===== src/rtl/wtiu_pkg.sv =====
package wtiu_pkg;

    // ----------------------------------------
    // Register map (byte addresses)
    // ----------------------------------------
    localparam logic [31:0] WTIU_MODE_ADDR = 32'hfffff680;
    localparam logic [31:0] WTIU_SET_ADDR = 32'hfffff684;
    localparam logic [31:0] WTIU_CLR_ADDR = 32'hfffff688;
    localparam logic [31:0] WTIU_STAT_ADDR = 32'hfffff68c;
    localparam logic [7:0] WTIU_MODE_RESET = 8'h00;

    // ----------------------------------------
    // Bus responses
    // ----------------------------------------
    localparam logic [1:0] WTIU_RESP_OKAY = 2'b00;
    localparam logic [1:0] WTIU_RESP_SLVERR = 2'b10;

    // ----------------------------------------
    // Counter chain geometry
    // ----------------------------------------
    localparam int WTIU_PRESC_W = 11;
    localparam int WTIU_CNT_W = 5;
    localparam int WTIU_TAP_MAX_SHIFT = 7;
    localparam logic [10:0] WTIU_PRESC_ZERO = 11'h000;
    localparam logic [10:0] WTIU_PRESC_ONE = 11'h001;
    localparam logic [10:0] WTIU_PRESC_FULL = 11'h7ff;
    localparam logic [10:0] WTIU_PRESC_DIV9 = 11'h1ff;
    localparam logic [4:0] WTIU_CNT_ZERO = 5'h00;
    localparam logic [4:0] WTIU_CNT_ONE = 5'h01;
    localparam logic [4:0] WTIU_CNT_FULL = 5'h1f;
    localparam logic [4:0] WTIU_CNT_HALF = 5'h0f;
    localparam int WTIU_WATCH_CLOCK_FREQ_HZ = 32768;

    // ----------------------------------------
    // Mode register layout, bit 7 down to bit 0
    // ----------------------------------------
    typedef struct packed {
        logic clock_source_sel;
        logic interval_sel_hi;
        logic interval_sel_mid;
        logic interval_sel_lo;
        logic watch_period_sel_hi;
        logic watch_period_sel_lo;
        logic counter_run;
        logic watch_enable;
    } wtiu_mode_t;

    // ----------------------------------------
    // Status word layout
    // ----------------------------------------
    typedef struct packed {
        logic [12:0] pad;
        logic source_brg;
        logic counting;
        logic prescaling;
        logic [4:0] counter;
        logic [10:0] prescaler;
    } wtiu_status_t;

endpackage


===== src/rtl/wtiu_top.sv =====
`timescale 1ns/1ps
module wtiu_top
    import wtiu_pkg::*;
(
    // Clock and reset
    input wire logic aclk,
    input wire logic aresetn,
    // AXI4-Lite write address
    input wire logic [31:0] s_axi_awaddr,
    input wire logic [2:0] s_axi_awprot,
    input wire logic s_axi_awvalid,
    output logic s_axi_awready,
    // AXI4-Lite write data
    input wire logic [31:0] s_axi_wdata,
    input wire logic [3:0] s_axi_wstrb,
    input wire logic s_axi_wvalid,
    output logic s_axi_wready,
    // AXI4-Lite write response
    output logic [1:0] s_axi_bresp,
    output logic s_axi_bvalid,
    input wire logic s_axi_bready,
    // AXI4-Lite read address
    input wire logic [31:0] s_axi_araddr,
    input wire logic [2:0] s_axi_arprot,
    input wire logic s_axi_arvalid,
    output logic s_axi_arready,
    // AXI4-Lite read data
    output logic [31:0] s_axi_rdata,
    output logic [1:0] s_axi_rresp,
    output logic s_axi_rvalid,
    input wire logic s_axi_rready,
    // Watch clock sources
    input wire logic subclk,
    input wire logic brg_clk,
    input wire logic rate_timer_enable,
    // Interrupt requests
    output logic watch_irq,
    output logic interval_irq
);

    // ----------------------------------------
    // Decode helpers
    // ----------------------------------------
    function automatic logic [10:0] tap_mask(input logic [2:0] sel);
        logic [10:0] m;
        m = WTIU_PRESC_FULL >> (3'(WTIU_TAP_MAX_SHIFT) - sel);
        return m;
    endfunction

    function automatic logic [1:0] addr_kind(input logic [31:0] a);
        logic [1:0] k;
        k = 2'b00;
        if (a[31:2] == WTIU_MODE_ADDR[31:2]) begin
            k = 2'b00;
        end else if (a[31:2] == WTIU_SET_ADDR[31:2]) begin
            k = 2'b01;
        end else if (a[31:2] == WTIU_CLR_ADDR[31:2]) begin
            k = 2'b10;
        end else begin
            k = 2'b11;
        end
        return k;
    endfunction

    function automatic logic addr_hit(input logic [31:0] a);
        logic h;
        h = (a[31:2] == WTIU_MODE_ADDR[31:2]) || (a[31:2] == WTIU_SET_ADDR[31:2])
            || (a[31:2] == WTIU_CLR_ADDR[31:2]) || (a[31:2] == WTIU_STAT_ADDR[31:2]);
        return h;
    endfunction

    // ----------------------------------------
    // Declarations
    // ----------------------------------------
    wtiu_mode_t watch_mode_reg;
    wtiu_mode_t next_mode;
    logic [10:0] prescaler;
    logic [10:0] next_prescaler;
    logic [4:0] counter;
    logic [4:0] next_counter;
    logic aw_held;
    logic w_held;
    logic [31:0] aw_addr;
    logic [31:0] w_data;
    logic [3:0] w_strb;
    logic [31:0] next_rdata;
    logic [1:0] next_rresp;
    logic sub_rise;
    logic brg_rise;
    logic tick;
    logic run;
    logic cnt_event;
    logic [2:0] interval_sel;
    logic [10:0] interval_mask;
    logic [4:0] watch_mask;
    logic interval_fire;
    logic watch_fire;
    logic aw_take;
    logic w_take;
    logic wr_do;
    logic wr_mapped;
    logic wr_lane0;
    logic [1:0] wr_kind;
    logic [7:0] wr_byte;
    logic ar_take;
    wtiu_status_t status;

    // ----------------------------------------
    // Watch clock edge detection
    // ----------------------------------------
    wtiu_edge_sync u_sub_sync (
        .aclk(aclk),
        .aresetn(aresetn),
        .async_in(subclk),
        .rise(sub_rise)
    );

    wtiu_edge_sync u_brg_sync (
        .aclk(aclk),
        .aresetn(aresetn),
        .async_in(brg_clk),
        .rise(brg_rise)
    );

    // The rate timer only matters on the main-clock path, so its setting
    // cannot disturb a subclock-driven watch.
    assign tick = watch_mode_reg.clock_source_sel ? (brg_rise & rate_timer_enable) : sub_rise;

    // ----------------------------------------
    // Prescaler
    // ----------------------------------------
    // Selects are sampled live; software keeps them steady while running.
    assign interval_sel = {watch_mode_reg.interval_sel_hi, watch_mode_reg.interval_sel_mid,
                           watch_mode_reg.interval_sel_lo};
    assign interval_mask = tap_mask(interval_sel);

    always_comb begin
        next_prescaler = prescaler;
        if (!watch_mode_reg.watch_enable) begin
            next_prescaler = WTIU_PRESC_ZERO;
        end else if (tick) begin
            next_prescaler = prescaler + WTIU_PRESC_ONE;
        end
    end

    always_ff @(posedge aclk) begin
        if (!aresetn) begin
            prescaler <= WTIU_PRESC_ZERO;
        end else begin
            prescaler <= next_prescaler;
        end
    end

    // Fires once per 2^(4+sel) watch clock periods, independent of counter_run
    assign interval_fire = watch_mode_reg.watch_enable & tick
                           & ((prescaler & interval_mask) == interval_mask);

    // ----------------------------------------
    // 5-bit watch counter
    // ----------------------------------------
    assign run = watch_mode_reg.watch_enable & watch_mode_reg.counter_run;

    // High period bit counts fw itself, low counts fw/2^9 carries
    assign cnt_event = watch_mode_reg.watch_period_sel_hi ? tick
                       : (tick & ((prescaler & WTIU_PRESC_DIV9) == WTIU_PRESC_DIV9));

    always_comb begin
        next_counter = counter;
        if (!run) begin
            // Prescaler keeps going if only counter_run dropped
            next_counter = WTIU_CNT_ZERO;
        end else if (cnt_event) begin
            next_counter = counter + WTIU_CNT_ONE;
        end
    end

    always_ff @(posedge aclk) begin
        if (!aresetn) begin
            counter <= WTIU_CNT_ZERO;
        end else begin
            counter <= next_counter;
        end
    end

    // 00: 2^14, 01: 2^13, 10: 2^5, 11: 2^4
    assign watch_mask = watch_mode_reg.watch_period_sel_lo ? WTIU_CNT_HALF : WTIU_CNT_FULL;

    // Chain starts cleared, so the first request comes a full watch period after the enable
    assign watch_fire = run & cnt_event & ((counter & watch_mask) == watch_mask);

    // ----------------------------------------
    // Interrupt pulses
    // ----------------------------------------
    // Tick is already a one-cycle aclk pulse, so each request lasts one cycle.
    always_ff @(posedge aclk) begin
        if (!aresetn) begin
            watch_irq <= 1'b0;
            interval_irq <= 1'b0;
        end else begin
            watch_irq <= watch_fire;
            interval_irq <= interval_fire;
        end
    end

    // ----------------------------------------
    // AXI4-Lite write path
    // ----------------------------------------
    assign s_axi_awready = !aw_held && !s_axi_bvalid;
    assign s_axi_wready = !w_held && !s_axi_bvalid;
    assign aw_take = s_axi_awvalid && s_axi_awready;
    assign w_take = s_axi_wvalid && s_axi_wready;
    assign wr_do = aw_held && w_held && !s_axi_bvalid;
    assign wr_mapped = addr_hit(aw_addr);
    assign wr_kind = addr_kind(aw_addr);
    assign wr_lane0 = w_strb[0];
    assign wr_byte = w_data[7:0];

    always_ff @(posedge aclk) begin
        if (!aresetn) begin
            aw_held <= 1'b0;
            aw_addr <= 32'h00000000;
        end else if (aw_take) begin
            aw_held <= 1'b1;
            aw_addr <= s_axi_awaddr;
        end else if (wr_do) begin
            aw_held <= 1'b0;
        end
    end

    always_ff @(posedge aclk) begin
        if (!aresetn) begin
            w_held <= 1'b0;
            w_data <= 32'h00000000;
            w_strb <= 4'h0;
        end else if (w_take) begin
            w_held <= 1'b1;
            w_data <= s_axi_wdata;
            w_strb <= s_axi_wstrb;
        end else if (wr_do) begin
            w_held <= 1'b0;
        end
    end

    always_ff @(posedge aclk) begin
        if (!aresetn) begin
            s_axi_bvalid <= 1'b0;
            s_axi_bresp <= WTIU_RESP_OKAY;
        end else if (wr_do) begin
            s_axi_bvalid <= 1'b1;
            s_axi_bresp <= wr_mapped ? WTIU_RESP_OKAY : WTIU_RESP_SLVERR;
        end else if (s_axi_bready) begin
            s_axi_bvalid <= 1'b0;
        end
    end

    // ----------------------------------------
    // Mode register
    // ----------------------------------------
    // Set and clear aliases give atomic single-bit writes without a
    // read-modify-write race against other software.
    always_comb begin
        next_mode = watch_mode_reg;
        if (wr_do && wr_lane0) begin
            unique case (wr_kind)
                2'b00: next_mode = wtiu_mode_t'(wr_byte);
                2'b01: next_mode = wtiu_mode_t'(watch_mode_reg | wr_byte);
                2'b10: next_mode = wtiu_mode_t'(watch_mode_reg & ~wr_byte);
                2'b11: next_mode = watch_mode_reg;
            endcase
        end
    end

    always_ff @(posedge aclk) begin
        if (!aresetn) begin
            watch_mode_reg <= wtiu_mode_t'(WTIU_MODE_RESET);
        end else begin
            watch_mode_reg <= next_mode;
        end
    end

    // ----------------------------------------
    // AXI4-Lite read path
    // ----------------------------------------
    assign status.pad = 13'h0000;
    assign status.source_brg = watch_mode_reg.clock_source_sel;
    assign status.counting = run;
    assign status.prescaling = watch_mode_reg.watch_enable;
    assign status.counter = counter;
    assign status.prescaler = prescaler;

    assign s_axi_arready = !s_axi_rvalid;
    assign ar_take = s_axi_arvalid && s_axi_arready;

    always_comb begin
        next_rdata = 32'h00000000;
        next_rresp = WTIU_RESP_OKAY;
        if (s_axi_araddr[31:2] == WTIU_STAT_ADDR[31:2]) begin
            next_rdata = status;
        end else if (s_axi_araddr[31:2] == WTIU_MODE_ADDR[31:2]) begin
            next_rdata = {24'h000000, watch_mode_reg};
        end else if (!addr_hit(s_axi_araddr)) begin
            next_rresp = WTIU_RESP_SLVERR;
        end
    end

    always_ff @(posedge aclk) begin
        if (!aresetn) begin
            s_axi_rvalid <= 1'b0;
            s_axi_rdata <= 32'h00000000;
            s_axi_rresp <= WTIU_RESP_OKAY;
        end else if (ar_take) begin
            s_axi_rvalid <= 1'b1;
            s_axi_rdata <= next_rdata;
            s_axi_rresp <= next_rresp;
        end else if (s_axi_rready) begin
            s_axi_rvalid <= 1'b0;
        end
    end

endmodule


===== src/rtl/wtiu_edge_sync.sv =====
`timescale 1ns/1ps
module wtiu_edge_sync
    import wtiu_pkg::*;
(
    // Clock and reset
    input wire logic aclk,
    input wire logic aresetn,
    // Asynchronous clock pin
    input wire logic async_in,
    // One-cycle pulse on each rising edge
    output logic rise
);

    logic meta;
    logic stable;
    logic prev;

    // ----------------------------------------
    // Two-stage synchroniser, then edge detect
    // ----------------------------------------
    always_ff @(posedge aclk) begin
        if (!aresetn) begin
            meta <= 1'b0;
            stable <= 1'b0;
            prev <= 1'b0;
        end else begin
            meta <= async_in;
            stable <= meta;
            prev <= stable;
        end
    end

    // Only the second and third stages are looked at
    assign rise = stable & ~prev;

endmodule


===== config.mk =====
export PLATFORM = sky130hd
export DESIGN_NAME = wtiu_top
export DESIGN_NICKNAME = d
export VERILOG_FILES = /design/src/rtl/wtiu_pkg.sv /design/src/rtl/wtiu_top.sv /design/src/rtl/wtiu_edge_sync.sv
export SDC_FILE = /design/constraint.sdc
export NUM_CORES = 1
export LEC_CHECK = 0
export ABC_AREA = 1
export BUFFER_PORTS_ARGS = -buffer_cell sky130_fd_sc_hd__clkbuf_2
export CAP_MARGIN = 20
export CORE_MARGIN = 2
export CORE_UTILIZATION = 49
export DETAILED_ROUTE_END_ITERATION = 6
export PLACE_DENSITY = 0.81
export SYNTH_ARGS = -nofsm -noshare
export SYNTH_HDL_FRONTEND = slang
export SYNTH_SLANG_ARGS = --single-unit

===== constraint.sdc =====
create_clock -name aclk -period 3.35 [get_ports aclk]
set_clock_uncertainty 0.2 [all_clocks]
set_input_delay 0.67 -clock aclk [delete_from_list [all_inputs] [get_ports aclk]]
set_output_delay 0.67 -clock aclk [all_outputs]
set_load 0.01 [all_outputs]

==> impl_summary.log, run 1 <==
[metrics] area occupied by registers: 1922 um2
[metrics] Min-Delay Startpoint: u_sub_sync.meta
[metrics] flop and latch count out of synthesis: 96
[metrics] relative max-transition margin: 0.5054
[metrics] CP max stage cell: sky130_fd_sc_hd__nor2_1
[metrics] post-detailed-route count of antenna-violating nets: 0
[metrics] worst-case hold path end point: u_sub_sync.stable
[metrics] clk sinks: 96
[metrics] layout cell share with drive strength beyond 1: 0.1953
[metrics] register ranked first by flip-flop count: aw_addr
[metrics] core region area: 8299 um2
[metrics] multi-input logic area: 1908 um2
[metrics] post-layout minimum cycle time: 2.854 ns
[metrics] Max Transition Viols Final: 0
[metrics] number of remaining DRC errors: 0
[metrics] die area: 9390 um2
[metrics] number of placement rows: 33
[metrics] largest delay contributor family on the critical path: simple AND/OR/NAND/NOR gates
[metrics] longest individual stage delay on the worst path: 0.37 ns
[metrics] initial antenna violation count: 0
[metrics] final number of hold-violating endpoints: 0
[metrics] net count of the finished layout: 804
[metrics] DRC marker count from the first detailed-route iteration: 109
[metrics] die width: 96.90 um
[metrics] transition time of the tightest slew-check pin: 0.7411 ns
[metrics] CP Class: register to register
[metrics] final global-route overflow total: 0
[metrics] sequential cell area fraction in the yosys report: 0.4544
[metrics] hold path depth: 2
[metrics] LEAKAGE: 2.139 nW
[metrics] Pre-Repair DR Iteration Count: 5
[metrics] quantity of gates resized following cts: 0
[metrics] CP Buf/Inv Count: 3
[metrics] result of the run: complete, no violations
[metrics] Reg2Reg Launch Point: aw_addr[12]
[metrics] Critical Path Fanout Max: 8
[metrics] Total Routing Usage GR: 0.1940
[metrics] number of max-capacitance violations reported: 0
[metrics] CP Capture Type: register
[metrics] y dimension of the die: 96.90 um
[metrics] clock tree from TritonCTS: built
[metrics] dominant cells by area after synthesis: sky130_fd_sc_hd__dfxtp_1, sky130_fd_sc_hd__nor2_1, sky130_fd_sc_hd__o21ai_0, sky130_fd_sc_hd__nand2_1, sky130_fd_sc_hd__a21oi_1
[metrics] register-to-register path setup slack: 0.50 ns
[metrics] clock slew seen by the registers of the worst setup and hold paths: 0.09 ns
[metrics] top cell type by total area after synthesis: sky130_fd_sc_hd__dfxtp_1
[metrics] Synth Area per Inst: 7.217 um2
[metrics] half-perimeter wire length after detailed placement: 6719 um
[metrics] DP Cell Count: 776
[metrics] R2R Path End: watch_mode_reg[1]
[metrics] launching element type of the critical path: register
[metrics] post-synth design cell area: 4229 um2
[metrics] worst r2r path cells: 13
[metrics] layout overhead on the synthesized area: 16.24%
[metrics] Cell Pwr Density: 444.6 nW/um2
[metrics] vias per cell: 4.933
[metrics] largest registers: aw_addr: 30 flops, s_axi_rdata: 19 flops, prescaler: 11 flops
[metrics] global-route wire length before repair: 15350 um
[metrics] unrepaired setup endpoints after global routing: no
[metrics] fraction of the cycle the final worst path needs: 0.8519
[metrics] peak clock frequency supported by timing: 0.3504 GHz
[metrics] number of input and output port buffers inserted: 106
[metrics] CTS Root Buffer Type: sky130_fd_sc_hd__clkbuf_8
[metrics] gate count after technology mapping: 586
[metrics] Synth Warn #: 0
[metrics] area share of the largest cell type after synthesis: 0.4544
[metrics] via total after detailed routing: 3902
[metrics] number of synthesized flops with an enable pin: 0
[metrics] H-tree levels: 3
[metrics] Setup violations, final: 0
[metrics] filler cell count in the final layout: 776
[metrics] gp weighted congestion: 0.8739
[metrics] final cell count without fillers: 791
[metrics] vias in the first global route: 3624
[metrics] per-cell routed wire length: 11.23 um
[metrics] primary flip-flop cell chosen by synthesis mapping: sky130_fd_sc_hd__dfxtp_1
[metrics] drt total wl: 8879 um
[metrics] post-CTS setup repair buffer count: 0
[metrics] Max Root-Sink Buffers: 2
[metrics] number of flip-flops in the largest register: 30
[metrics] boundary pin count: 159
[metrics] Max VDD drop: 0.2410 mV
[metrics] setup tns final: 0 ns
[metrics] arrival time of data at the critical path endpoint: 2.88 ns
[metrics] pin count of the biggest net entering global routing: 32
[metrics] Unique masters post-synth: 34
[metrics] async set-or-reset flop fraction in the synthesized netlist: 0
[metrics] Inserted Diodes: 0
[metrics] required time reported for the critical path endpoint: 3.38 ns
[metrics] insertion delay of the later-clocked pin in the worst-skew pair: 0.36 ns
[metrics] class of the most critical hold timing path: register to register
[metrics] cells traversed along the worst timing path: inv_1 -> nor3_1 -> nand4_1 -> nor3_1 -> nand2_1 -> nor2_1 -> inv_1 -> ha_1 -> inv_1 -> nor2_1 -> o21ai_0 -> a31oi_1 -> nor2_1
[metrics] total CTS buffers: 9
[metrics] hold buffer count at cts: 0
[metrics] effective utilization at floorplan: 0.5096
cell usage in the layout, fill, tap and decap left out, types with 2 or more instances in the layout:
cell and instances:
sky130_fd_sc_hd__clkbuf_8 9, sky130_fd_sc_hd__nand2_2 2, sky130_fd_sc_hd__dfxtp_1 96, sky130_fd_sc_hd__nand2_1 74, sky130_fd_sc_hd__inv_1 56, sky130_fd_sc_hd__nand4_1 13, sky130_fd_sc_hd__clkinv_2 2, sky130_fd_sc_hd__clkinvlp_4 2
sky130_fd_sc_hd__nor3_1 6, sky130_fd_sc_hd__inv_2 2, sky130_fd_sc_hd__o21ai_0 75, sky130_fd_sc_hd__o21ai_1 9, sky130_fd_sc_hd__a21oi_1 44, sky130_fd_sc_hd__buf_4 2, sky130_fd_sc_hd__ha_1 6, sky130_fd_sc_hd__nand3b_1 2
sky130_fd_sc_hd__a31oi_1 5, sky130_fd_sc_hd__conb_1 15, sky130_fd_sc_hd__nand3_1 21, sky130_fd_sc_hd__clkbuf_2 106, sky130_fd_sc_hd__nor2_1 122, sky130_fd_sc_hd__o21a_1 3
where the power goes:
group | switching, mW | internal [mW] | leakage (nW) | total [mW]
clock network | 0.389 | 0.341 | 0.0883 | 0.730
logic | 0.138 | 0.0902 | 1.26 | 0.228
registers | 0.0286 | 1.20 | 0.786 | 1.23
total | 0.555 | 1.63 | 2.14 | 2.19
cells in the mapped netlist (5+ instances only):
cell type,instances
sky130_fd_sc_hd__a21oi_1,44
sky130_fd_sc_hd__buf_4,17
sky130_fd_sc_hd__nand4_1,13
sky130_fd_sc_hd__ha_1,6
sky130_fd_sc_hd__nor2_1,122
sky130_fd_sc_hd__o21ai_1,9
sky130_fd_sc_hd__inv_1,56
sky130_fd_sc_hd__clkbuf_1,13
sky130_fd_sc_hd__nand3_1,21
sky130_fd_sc_hd__nor3_1,6
sky130_fd_sc_hd__nand2_1,74
sky130_fd_sc_hd__o21ai_0,75
sky130_fd_sc_hd__a31oi_1,5
sky130_fd_sc_hd__dfxtp_1,96
worst max path at each step:
stage / depth (start not counted) / from / slack [ns] / to
detailed placement: 13 / aw_addr[12] / 0.53 / interval_sel[2]
global route: 13 / aw_addr[12] / 0.20 / watch_mode_reg[1]
CTS: 13 / aw_addr[12] / 0.50 / interval_sel[2]
floorplan: 13 / aw_addr[12] / 1.04 / interval_sel[0]
finish: 13 / aw_addr[12] / 0.50 / watch_mode_reg[1]
global placement: 13 / aw_addr[12] / 0.61 / watch_mode_reg[1]
worst min-delay path: stages, from the launching register on:
cell	delay, ns
sky130_fd_sc_hd__dfxtp_1	0.31
sky130_fd_sc_hd__nand2_1	0.04
sky130_fd_sc_hd__inv_1	0.04
cell type report:
cell class              instances  area share
inverters                      59     0.04530
clock inverters                 5     0.01196
flip-flops and latches         96      0.3909
clock buffers                  10     0.02596
well taps                     105     0.02672
multi-input cells             408      0.3881
repair buffers                108      0.1110
routing by layer:
metal,share of wire,vias to the layer above,GRT usage
met2,0.48,113,0.3301
li1,-,2055,-
met5,0,-,0
met3,0.068,10,0.06575
met1,0.44,1724,0.2308
met4,0.011,0,0.06067
per-stage QoR:
stage / util / hold WS [ns] / setup slack [ns] / power (mW) / cell area (um2)
after global routing: 0.5923 / 0.2523 / 0.1977 / 2.296 / 4916
final: 0.5923 / 0.2194 / 0.4961 / 2.186 / 4916
after CTS: 0.5923 / 0.2308 / 0.5001 / 2.203 / 4916
after global placement: 0.5699 / 0.2030 / 0.6131 / 1.474 / 4730
after floorplan: - / 0.1905 / 1.037 / 1.410 / 4282
after detailed placement: 0.5699 / 0.2032 / 0.5344 / 1.484 / 4730
logic make-up (layout without fill, tap and decap cells):
kind of cell,after synthesis,after routing,synth area share
DFF,96,96,0.4544
adders and majority gates,6,6,0.01775
xor gates and xnor gates,2,2,0.004143
AOI/OAI and AO/OA,139,139,0.1701
buffers and inverters,96,182,0.1068
and+or+nand+nor,246,246,0.2459
other,1,15,0.0008867
Power figures use the tool's default switching activity.
==> run 2, diff against run 1 <==
--- a/config.mk
+++ b/config.mk
@@ -14,4 +14,5 @@
 export PLACE_DENSITY = 0.81
 export SYNTH_ARGS = -nofsm -noshare
 export SYNTH_HDL_FRONTEND = slang
+export SYNTH_HIERARCHICAL = 1
 export SYNTH_SLANG_ARGS = --single-unit
==> run 2 against run 1 <==
  * First-iteration DRC count grew 29%
  * Synthesized area rose by 0.44%
  * Critical path depth is the same
  * Sequential power hardly changed
  * Via count is 0.15% higher
  * Combinational power up 2%
  * Utilization rose by 0.56 points
  * Fmax increased by 1.0%
  * Largest power group unchanged
  * Non-clock buffer count unchanged
  * Wire length grew 4.1%
==> impl_summary.log, run 2 <==
[metrics] largest delay contributor family on the critical path: simple AND/OR/NAND/NOR gates
[metrics] top-count cell post-synth: sky130_fd_sc_hd__nor2_1
[metrics] Most Frequent Cell on Critical Path: sky130_fd_sc_hd__nor2_1
[metrics] gate count after technology mapping: 591
[metrics] gp weighted congestion: 0.8998
[metrics] async set-or-reset flop fraction in the synthesized netlist: 0
[metrics] register-to-register path setup slack: 0.52 ns
[metrics] clk sinks: 96
[metrics] initial antenna violation count: 0
[metrics] critical path endpoint: status[18]
[metrics] CP Buf/Inv Count: 2
[metrics] hold buffer count at cts: 0
[metrics] boundary pin count: 159
[metrics] quantity of gates resized following cts: 0
[metrics] transition time of the tightest slew-check pin: 0.8173 ns
[metrics] final cell count without fillers: 798
[metrics] LEAKAGE: 2.185 nW
[metrics] net count of the finished layout: 810
[metrics] layout cell share with drive strength beyond 1: 0.2020
[metrics] Pre-Repair DR Iteration Count: 4
[metrics] CTS Root Buffer Type: sky130_fd_sc_hd__clkbuf_8
[metrics] via total after detailed routing: 3908
[metrics] number of max-capacitance violations reported: 0
[metrics] clock tree from TritonCTS: built
[metrics] Max VDD drop: 0.2265 mV
[metrics] Setup crit start: aw_addr[30]
[metrics] sequential cell area fraction in the yosys report: 0.4524
[metrics] vias per cell: 4.897
[metrics] cells traversed along the worst timing path: nand2_1 -> nor3_1 -> nand4_1 -> nor3_1 -> nand2_1 -> nor2_1 -> inv_1 -> ha_1 -> inv_1 -> nor2_1 -> o21ai_0 -> a31oi_1 -> nor2_1
[metrics] Setup violations, final: 0
[metrics] vias in the first global route: 3815
[metrics] Cell Pwr Density: 455.4 nW/um2
[metrics] final total power: 2.260 mW
[metrics] launching element type of the critical path: register
[metrics] total CTS buffers: 9
[metrics] die width: 97.11 um
[metrics] R2R Path End: status[18]
[metrics] core region area: 8299 um2
[metrics] Max Transition Viols Final: 0
[metrics] largest registers: aw_addr: 30 flops, s_axi_rdata: 19 flops, prescaler: 11 flops
[metrics] Synth Warn #: 6
[metrics] number of remaining DRC errors: 0
[metrics] flop and latch count out of synthesis: 96
[metrics] number of placement rows: 33
[metrics] peak clock frequency supported by timing: 0.3539 GHz
[metrics] class of the most critical hold timing path: register to register
[metrics] effective utilization at floorplan: 0.5118
[metrics] highest-count cells in the layout ignoring fill and taps: sky130_fd_sc_hd__nor2_1, sky130_fd_sc_hd__clkbuf_2, sky130_fd_sc_hd__dfxtp_1
[metrics] leading cell type in the layout, fill and taps excluded: sky130_fd_sc_hd__nor2_1
[metrics] drt total wl: 9242 um
[metrics] Critical Path Fanout Max: 8
[metrics] post-CTS setup repair buffer count: 0
[metrics] CP Capture Type: register
[metrics] post-detailed-route count of antenna-violating nets: 0
[metrics] fraction of the cycle the final worst path needs: 0.8434
[metrics] relative max-transition margin: 0.4545
[metrics] insertion delay of the later-clocked pin in the worst-skew pair: 0.37 ns
[metrics] required time reported for the critical path endpoint: 3.37 ns
[metrics] CP max stage cell: sky130_fd_sc_hd__dfxtp_1
[metrics] arrival time of data at the critical path endpoint: 2.85 ns
[metrics] half-perimeter wire length after detailed placement: 6998 um
[metrics] synth cell count leaders: sky130_fd_sc_hd__nor2_1, sky130_fd_sc_hd__dfxtp_1, sky130_fd_sc_hd__o21ai_0, sky130_fd_sc_hd__nand2_1, sky130_fd_sc_hd__inv_1
[metrics] worst r2r path cells: 13
[metrics] top cell type by total area after synthesis: sky130_fd_sc_hd__dfxtp_1
[metrics] clock slew seen by the registers of the worst setup and hold paths: 0.10 ns
[metrics] Synth Area per Inst: 7.188 um2
[metrics] post-synth design cell area: 4248 um2
[metrics] layout overhead on the synthesized area: 16.82%
[metrics] DRC marker count from the first detailed-route iteration: 141
[metrics] longest individual stage delay on the worst path: 0.34 ns
[metrics] dominant cells by area after synthesis: sky130_fd_sc_hd__dfxtp_1, sky130_fd_sc_hd__nor2_1, sky130_fd_sc_hd__o21ai_0, sky130_fd_sc_hd__nand2_1, sky130_fd_sc_hd__inv_1
[metrics] Unique masters post-synth: 36
[metrics] number of input and output port buffers inserted: 106
[metrics] Total Routing Usage GR: 0.2032
[metrics] Max Root-Sink Buffers: 2
[metrics] unrepaired setup endpoints after global routing: no
[metrics] final number of hold-violating endpoints: 0
[metrics] DP Cell Count: 782
[metrics] global-route wire length before repair: 16190 um
[metrics] number of flip-flops in the largest register: 30
[metrics] result of the run: complete, no violations
[metrics] post-layout minimum cycle time: 2.825 ns
[metrics] per-cell routed wire length: 11.58 um
[metrics] setup tns final: 0 ns
[metrics] Reg2Reg Launch Point: aw_addr[30]
[metrics] area share of the largest cell type after synthesis: 0.4524
[metrics] CP Class: register to register
[metrics] Final Core Density: 0.5979
[metrics] cell count along the critical path: 13
[metrics] pin count of the biggest net entering global routing: 48
[metrics] H-tree levels: 3
[metrics] number of synthesized flops with an enable pin: 0
[metrics] die area: 9429 um2
[metrics] register ranked first by flip-flop count: aw_addr
[metrics] primary flip-flop cell chosen by synthesis mapping: sky130_fd_sc_hd__dfxtp_1
[metrics] final global-route overflow total: 0
[metrics] Inserted Diodes: 0
[metrics] y dimension of the die: 97.11 um
[run 2: report_power, final]
group	internal (mW)	switching (mW)	leakage (nW)
registers	1.20	0.0289	0.786
clock network	0.362	0.437	0.104
logic	0.0902	0.142	1.29
total	1.65	0.608	2.18
[run 2: cells by family after synthesis]
family,share of synthesized area
compound gates,0.1585
fa+ha+maj,0.01767
xor+xnor,0.002062
flops,0.4524
other cells,0.0008828
buf+inv,0.1096
simple gates,0.2589
[run 2: layout make-up]
class | count | area, um2
Tap cell | 105 | 131.4
Sequential cell | 96 | 1922
Inverter | 64 | 240.2
Fill cell | 763 | 3337
Clock inverter | 7 | 86.33
Timing Repair Buffer | 108 | 545.5
Clock buffer | 9 | 123.9
Multi-Input combinational cell | 409 | 1913
[run 2: how the worst min path moves through the flow]
stage,startpoint,to,slack (ns),depth (start not counted)
finish,u_brg_sync/meta,u_brg_sync/stable,0.21,2
global route,u_brg_sync/meta,u_brg_sync/stable,0.24,2
CTS,u_brg_sync/meta,u_brg_sync/stable,0.22,2
detailed placement,u_brg_sync/meta,u_brg_sync/stable,0.20,2
global placement,u_sub_sync/meta,u_sub_sync/stable,0.19,2
floorplan,u_brg_sync/meta,u_brg_sync/stable,0.19,2
[run 2: worst register-to-register path, delay by kind of cell (launching register included)]
kind / cells / cell delay [ns]
AOI/OAI and AO/OA: 2 / 0.36
buffers and inverters: 2 / 0.21
and+or+nand+nor: 8 / 1.24
adders and majority gates: 1 / 0.33
DFF: 1 / 0.34
[run 2: routing by layer]
metal / up-vias / routed length [um] / track usage
li1: 2072 / - / -
met1: 1709 / 4166 / 0.2480
met2: 109 / 4362 / 0.3552
met3: 18 / 512 / 0.03309
met4: 0 / 201 / 0.08451
met5: - / 0 / 0
[run 2: per-stage QoR]
stage	hold slack, ns	cell area (um2)	worst slack [ns]
6_report	0.2129	4962	0.5245
5_1_grt	0.2425	4962	0.05665
4_1_cts	0.2160	4962	0.5558
3_5_place_dp	0.1982	4752	0.5848
3_3_place_gp	0.1888	4752	0.7158
2_1_floorplan	0.1856	4300	1.066
==> run 3, diff against run 2 <==
==> constraint.sdc (replaced) <==
create_clock -name aclk -period 2.8 [get_ports aclk]
set_clock_uncertainty 0.2 [all_clocks]
set_input_delay 0.56 -clock aclk [delete_from_list [all_inputs] [get_ports aclk]]
set_output_delay 0.56 -clock aclk [all_outputs]
set_load 0.01 [all_outputs]
==> run 3 against run 2 <==
  * Clock power rose by 17%
  * Non-clock buffer count rose by 2
  * Sequential power rose by 20%
  * Global-route usage rose by 0.18 points
  * Total power rose by 19%
  * Register-to-register slack got worse by 0.20 ns
  * Worst hold slack got worse by 0.038 ns
  * Cell area rose by 0.45%
  * Wire length rose by 1.9%
  * Setup slack got worse by 0.20 ns
  * Critical path type unchanged
  * Largest cell class is now multi-input combinational cells
==> impl_summary.log, run 3 (synthesis gave the netlist of run 2 again) <==
[metrics] Placement Setup Slack: 0.09892 ns
[metrics] LEAKAGE: 2.191 nW
[metrics] H-tree levels: 3
[metrics] number of flip-flops in the largest register: 30
[metrics] clk sinks: 96
[metrics] post-CTS setup repair buffer count: 0
[metrics] per-cell routed wire length: 11.77 um
[metrics] Hold Slack: 0.1747 ns
[metrics] DRC marker count from the first detailed-route iteration: 124
[metrics] Setup violations, final: 0
[metrics] die width: 97.11 um
[metrics] clock slew seen by the registers of the worst setup and hold paths: 0.10 ns
[metrics] highest-count cells in the layout ignoring fill and taps: sky130_fd_sc_hd__nor2_1, sky130_fd_sc_hd__clkbuf_2, sky130_fd_sc_hd__dfxtp_1
[metrics] Max Transition Viols Final: 0
[metrics] y dimension of the die: 97.11 um
[metrics] drt total wl: 9414 um
[metrics] fraction of the cycle the final worst path needs: 0.8824
[metrics] layout overhead on the synthesized area: 17.35%
[metrics] half-perimeter wire length after detailed placement: 7104 um
[metrics] relative max-transition margin: 0.5115
[metrics] post-detailed-route count of antenna-violating nets: 0
[metrics] launching element type of the critical path: register
[metrics] longest individual stage delay on the worst path: 0.45 ns
[metrics] required time reported for the critical path endpoint: 2.83 ns
[metrics] Total Routing Usage GR: 0.2050
[metrics] final number of hold-violating endpoints: 0
[metrics] insertion delay of the later-clocked pin in the worst-skew pair: 0.36 ns
[metrics] register ranked first by flip-flop count: aw_addr
[metrics] die area: 9429 um2
[metrics] core region area: 8299 um2
[metrics] transition time of the tightest slew-check pin: 0.7319 ns
[metrics] post-layout minimum cycle time: 2.471 ns
[metrics] peak clock frequency supported by timing: 0.4047 GHz
[metrics] number of max-capacitance violations reported: 0
[metrics] Max Root-Sink Buffers: 2
[metrics] initial antenna violation count: 0
[metrics] vias in the first global route: 3689
[metrics] number of remaining DRC errors: 0
[metrics] global-route wire length before repair: 16220 um
[metrics] Cell Pwr Density: 539.4 nW/um2
[metrics] Critical Path Fanout Max: 16
[metrics] CP max stage cell: sky130_fd_sc_hd__nor3_4
[metrics] effective utilization at floorplan: 0.5118
[metrics] CP Capture Type: register
[metrics] clock tree from TritonCTS: built
[metrics] arrival time of data at the critical path endpoint: 2.50 ns
[metrics] boundary pin count: 159
[metrics] CTS Root Buffer Type: sky130_fd_sc_hd__clkbuf_8
[metrics] Pre-Repair DR Iteration Count: 6
[metrics] Max VDD drop: 0.3737 mV
[metrics] leading cell type in the layout, fill and taps excluded: sky130_fd_sc_hd__nor2_1
[metrics] Most Frequent Cell on Critical Path: sky130_fd_sc_hd__nor2_1
[metrics] hold buffer count at cts: 0
[metrics] via total after detailed routing: 4014
[metrics] Inserted Diodes: 0
[metrics] number of placement rows: 33
[metrics] net count of the finished layout: 812
[metrics] class of the most critical hold timing path: primary input to register
[metrics] total CTS buffers: 9
[metrics] result of the run: complete, no violations
[metrics] layout cell share with drive strength beyond 1: 0.2072
[metrics] largest delay contributor family on the critical path: simple AND/OR/NAND/NOR gates
[metrics] largest registers: aw_addr: 30 flops, s_axi_rdata: 19 flops, prescaler: 11 flops
[metrics] cells traversed along the worst timing path: inv_1 -> nor3_1 -> nand4_1 -> nor3_2 -> nand2_1 -> nor2_1 -> inv_1 -> ha_1 -> nor3_4 -> nor2_1 -> a31oi_1 -> nor2_1
[metrics] setup tns final: 0 ns
[metrics] number of input and output port buffers inserted: 106
[metrics] Final WS setup: 0.3292 ns
[metrics] pin count of the biggest net entering global routing: 48
[metrics] unrepaired setup endpoints after global routing: no
[metrics] vias per cell: 5.018
[metrics] CP Class: register to register
[metrics] final global-route overflow total: 0
[metrics] CP Buf/Inv Count: 2
[metrics] gp weighted congestion: 0.9170
==> run 3: changes by cell type in the layout (fill, tap and decap cells not counted) <==
cell	change
sky130_fd_sc_hd__nor2_1	-1
sky130_fd_sc_hd__inv_8	-2
sky130_fd_sc_hd__buf_4	+2
sky130_fd_sc_hd__nor3_1	-1
sky130_fd_sc_hd__nor3_2	+1
sky130_fd_sc_hd__clkinv_4	-1
sky130_fd_sc_hd__nor2_4	+1
sky130_fd_sc_hd__inv_6	+3
==> run 3: metrics by stage <==
stage                     power (mW)  cells  utilization  area [um2]
after floorplan                1.686    605            -        4300
after global routing           2.811    800       0.6006        4985
after CTS                      2.712    800       0.5991        4972
after global placement         1.769    784       0.5744        4767
final                          2.689    800       0.6006        4985
after detailed placement       1.784    784       0.5744        4767
==> run 3: path summary, 6_finish.rpt <==
kind | start | cells past startpoint | end | slack (ns)
max | aw_addr[31] | 12 | interval_sel[2] | 0.33
min reg2reg | u_sub_sync/meta | 2 | u_sub_sync/stable | 0.21
max reg2reg | aw_addr[31] | 12 | interval_sel[2] | 0.33
min | brg_clk | 3 | u_brg_sync/meta | 0.17
==> run 3: worst reg2reg max path, delay by kind of cell (launching register included) <==
family / cells / cell delay (ns)
simple gates: 8 / 1.26
flops: 1 / 0.32
fa+ha+maj: 1 / 0.24
compound gates: 1 / 0.17
buf+inv: 2 / 0.14
==> run 3: where the power goes <==
part	internal, mW	total [mW]	switching (mW)
clock	0.429	0.936	0.507
sequential	1.44	1.47	0.0358
combinational	0.111	0.281	0.171
total	1.97	2.69	0.714
==> run 3: final cells by class <==
| class | instances | area, um2 |
|---|---|---|
| clock buffers | 9 | 123.9 |
| clock inverters | 7 | 81.33 |
| fillers | 774 | 3314 |
| inverters | 64 | 240.2 |
| multi-input cells | 409 | 1926 |
| flip-flops and latches | 96 | 1922 |
| well taps | 105 | 131.4 |
| repair buffers | 110 | 560.5 |
==> run 3: timing repair <==
item | CTS | global route
gates resized for setup | 0 | 3
endpoints found under the setup margin | 0 | 8
endpoints found under the hold margin | 0 | 0
==> run 3: metal layers <==
metal,wire [um],global-route usage,vias to the layer above
met4,234,0.08992,0
met1,4173,0.2591,1776
met3,564,0.03741,23
met2,4441,0.3424,139
li1,-,-,2076
met5,0,0,-
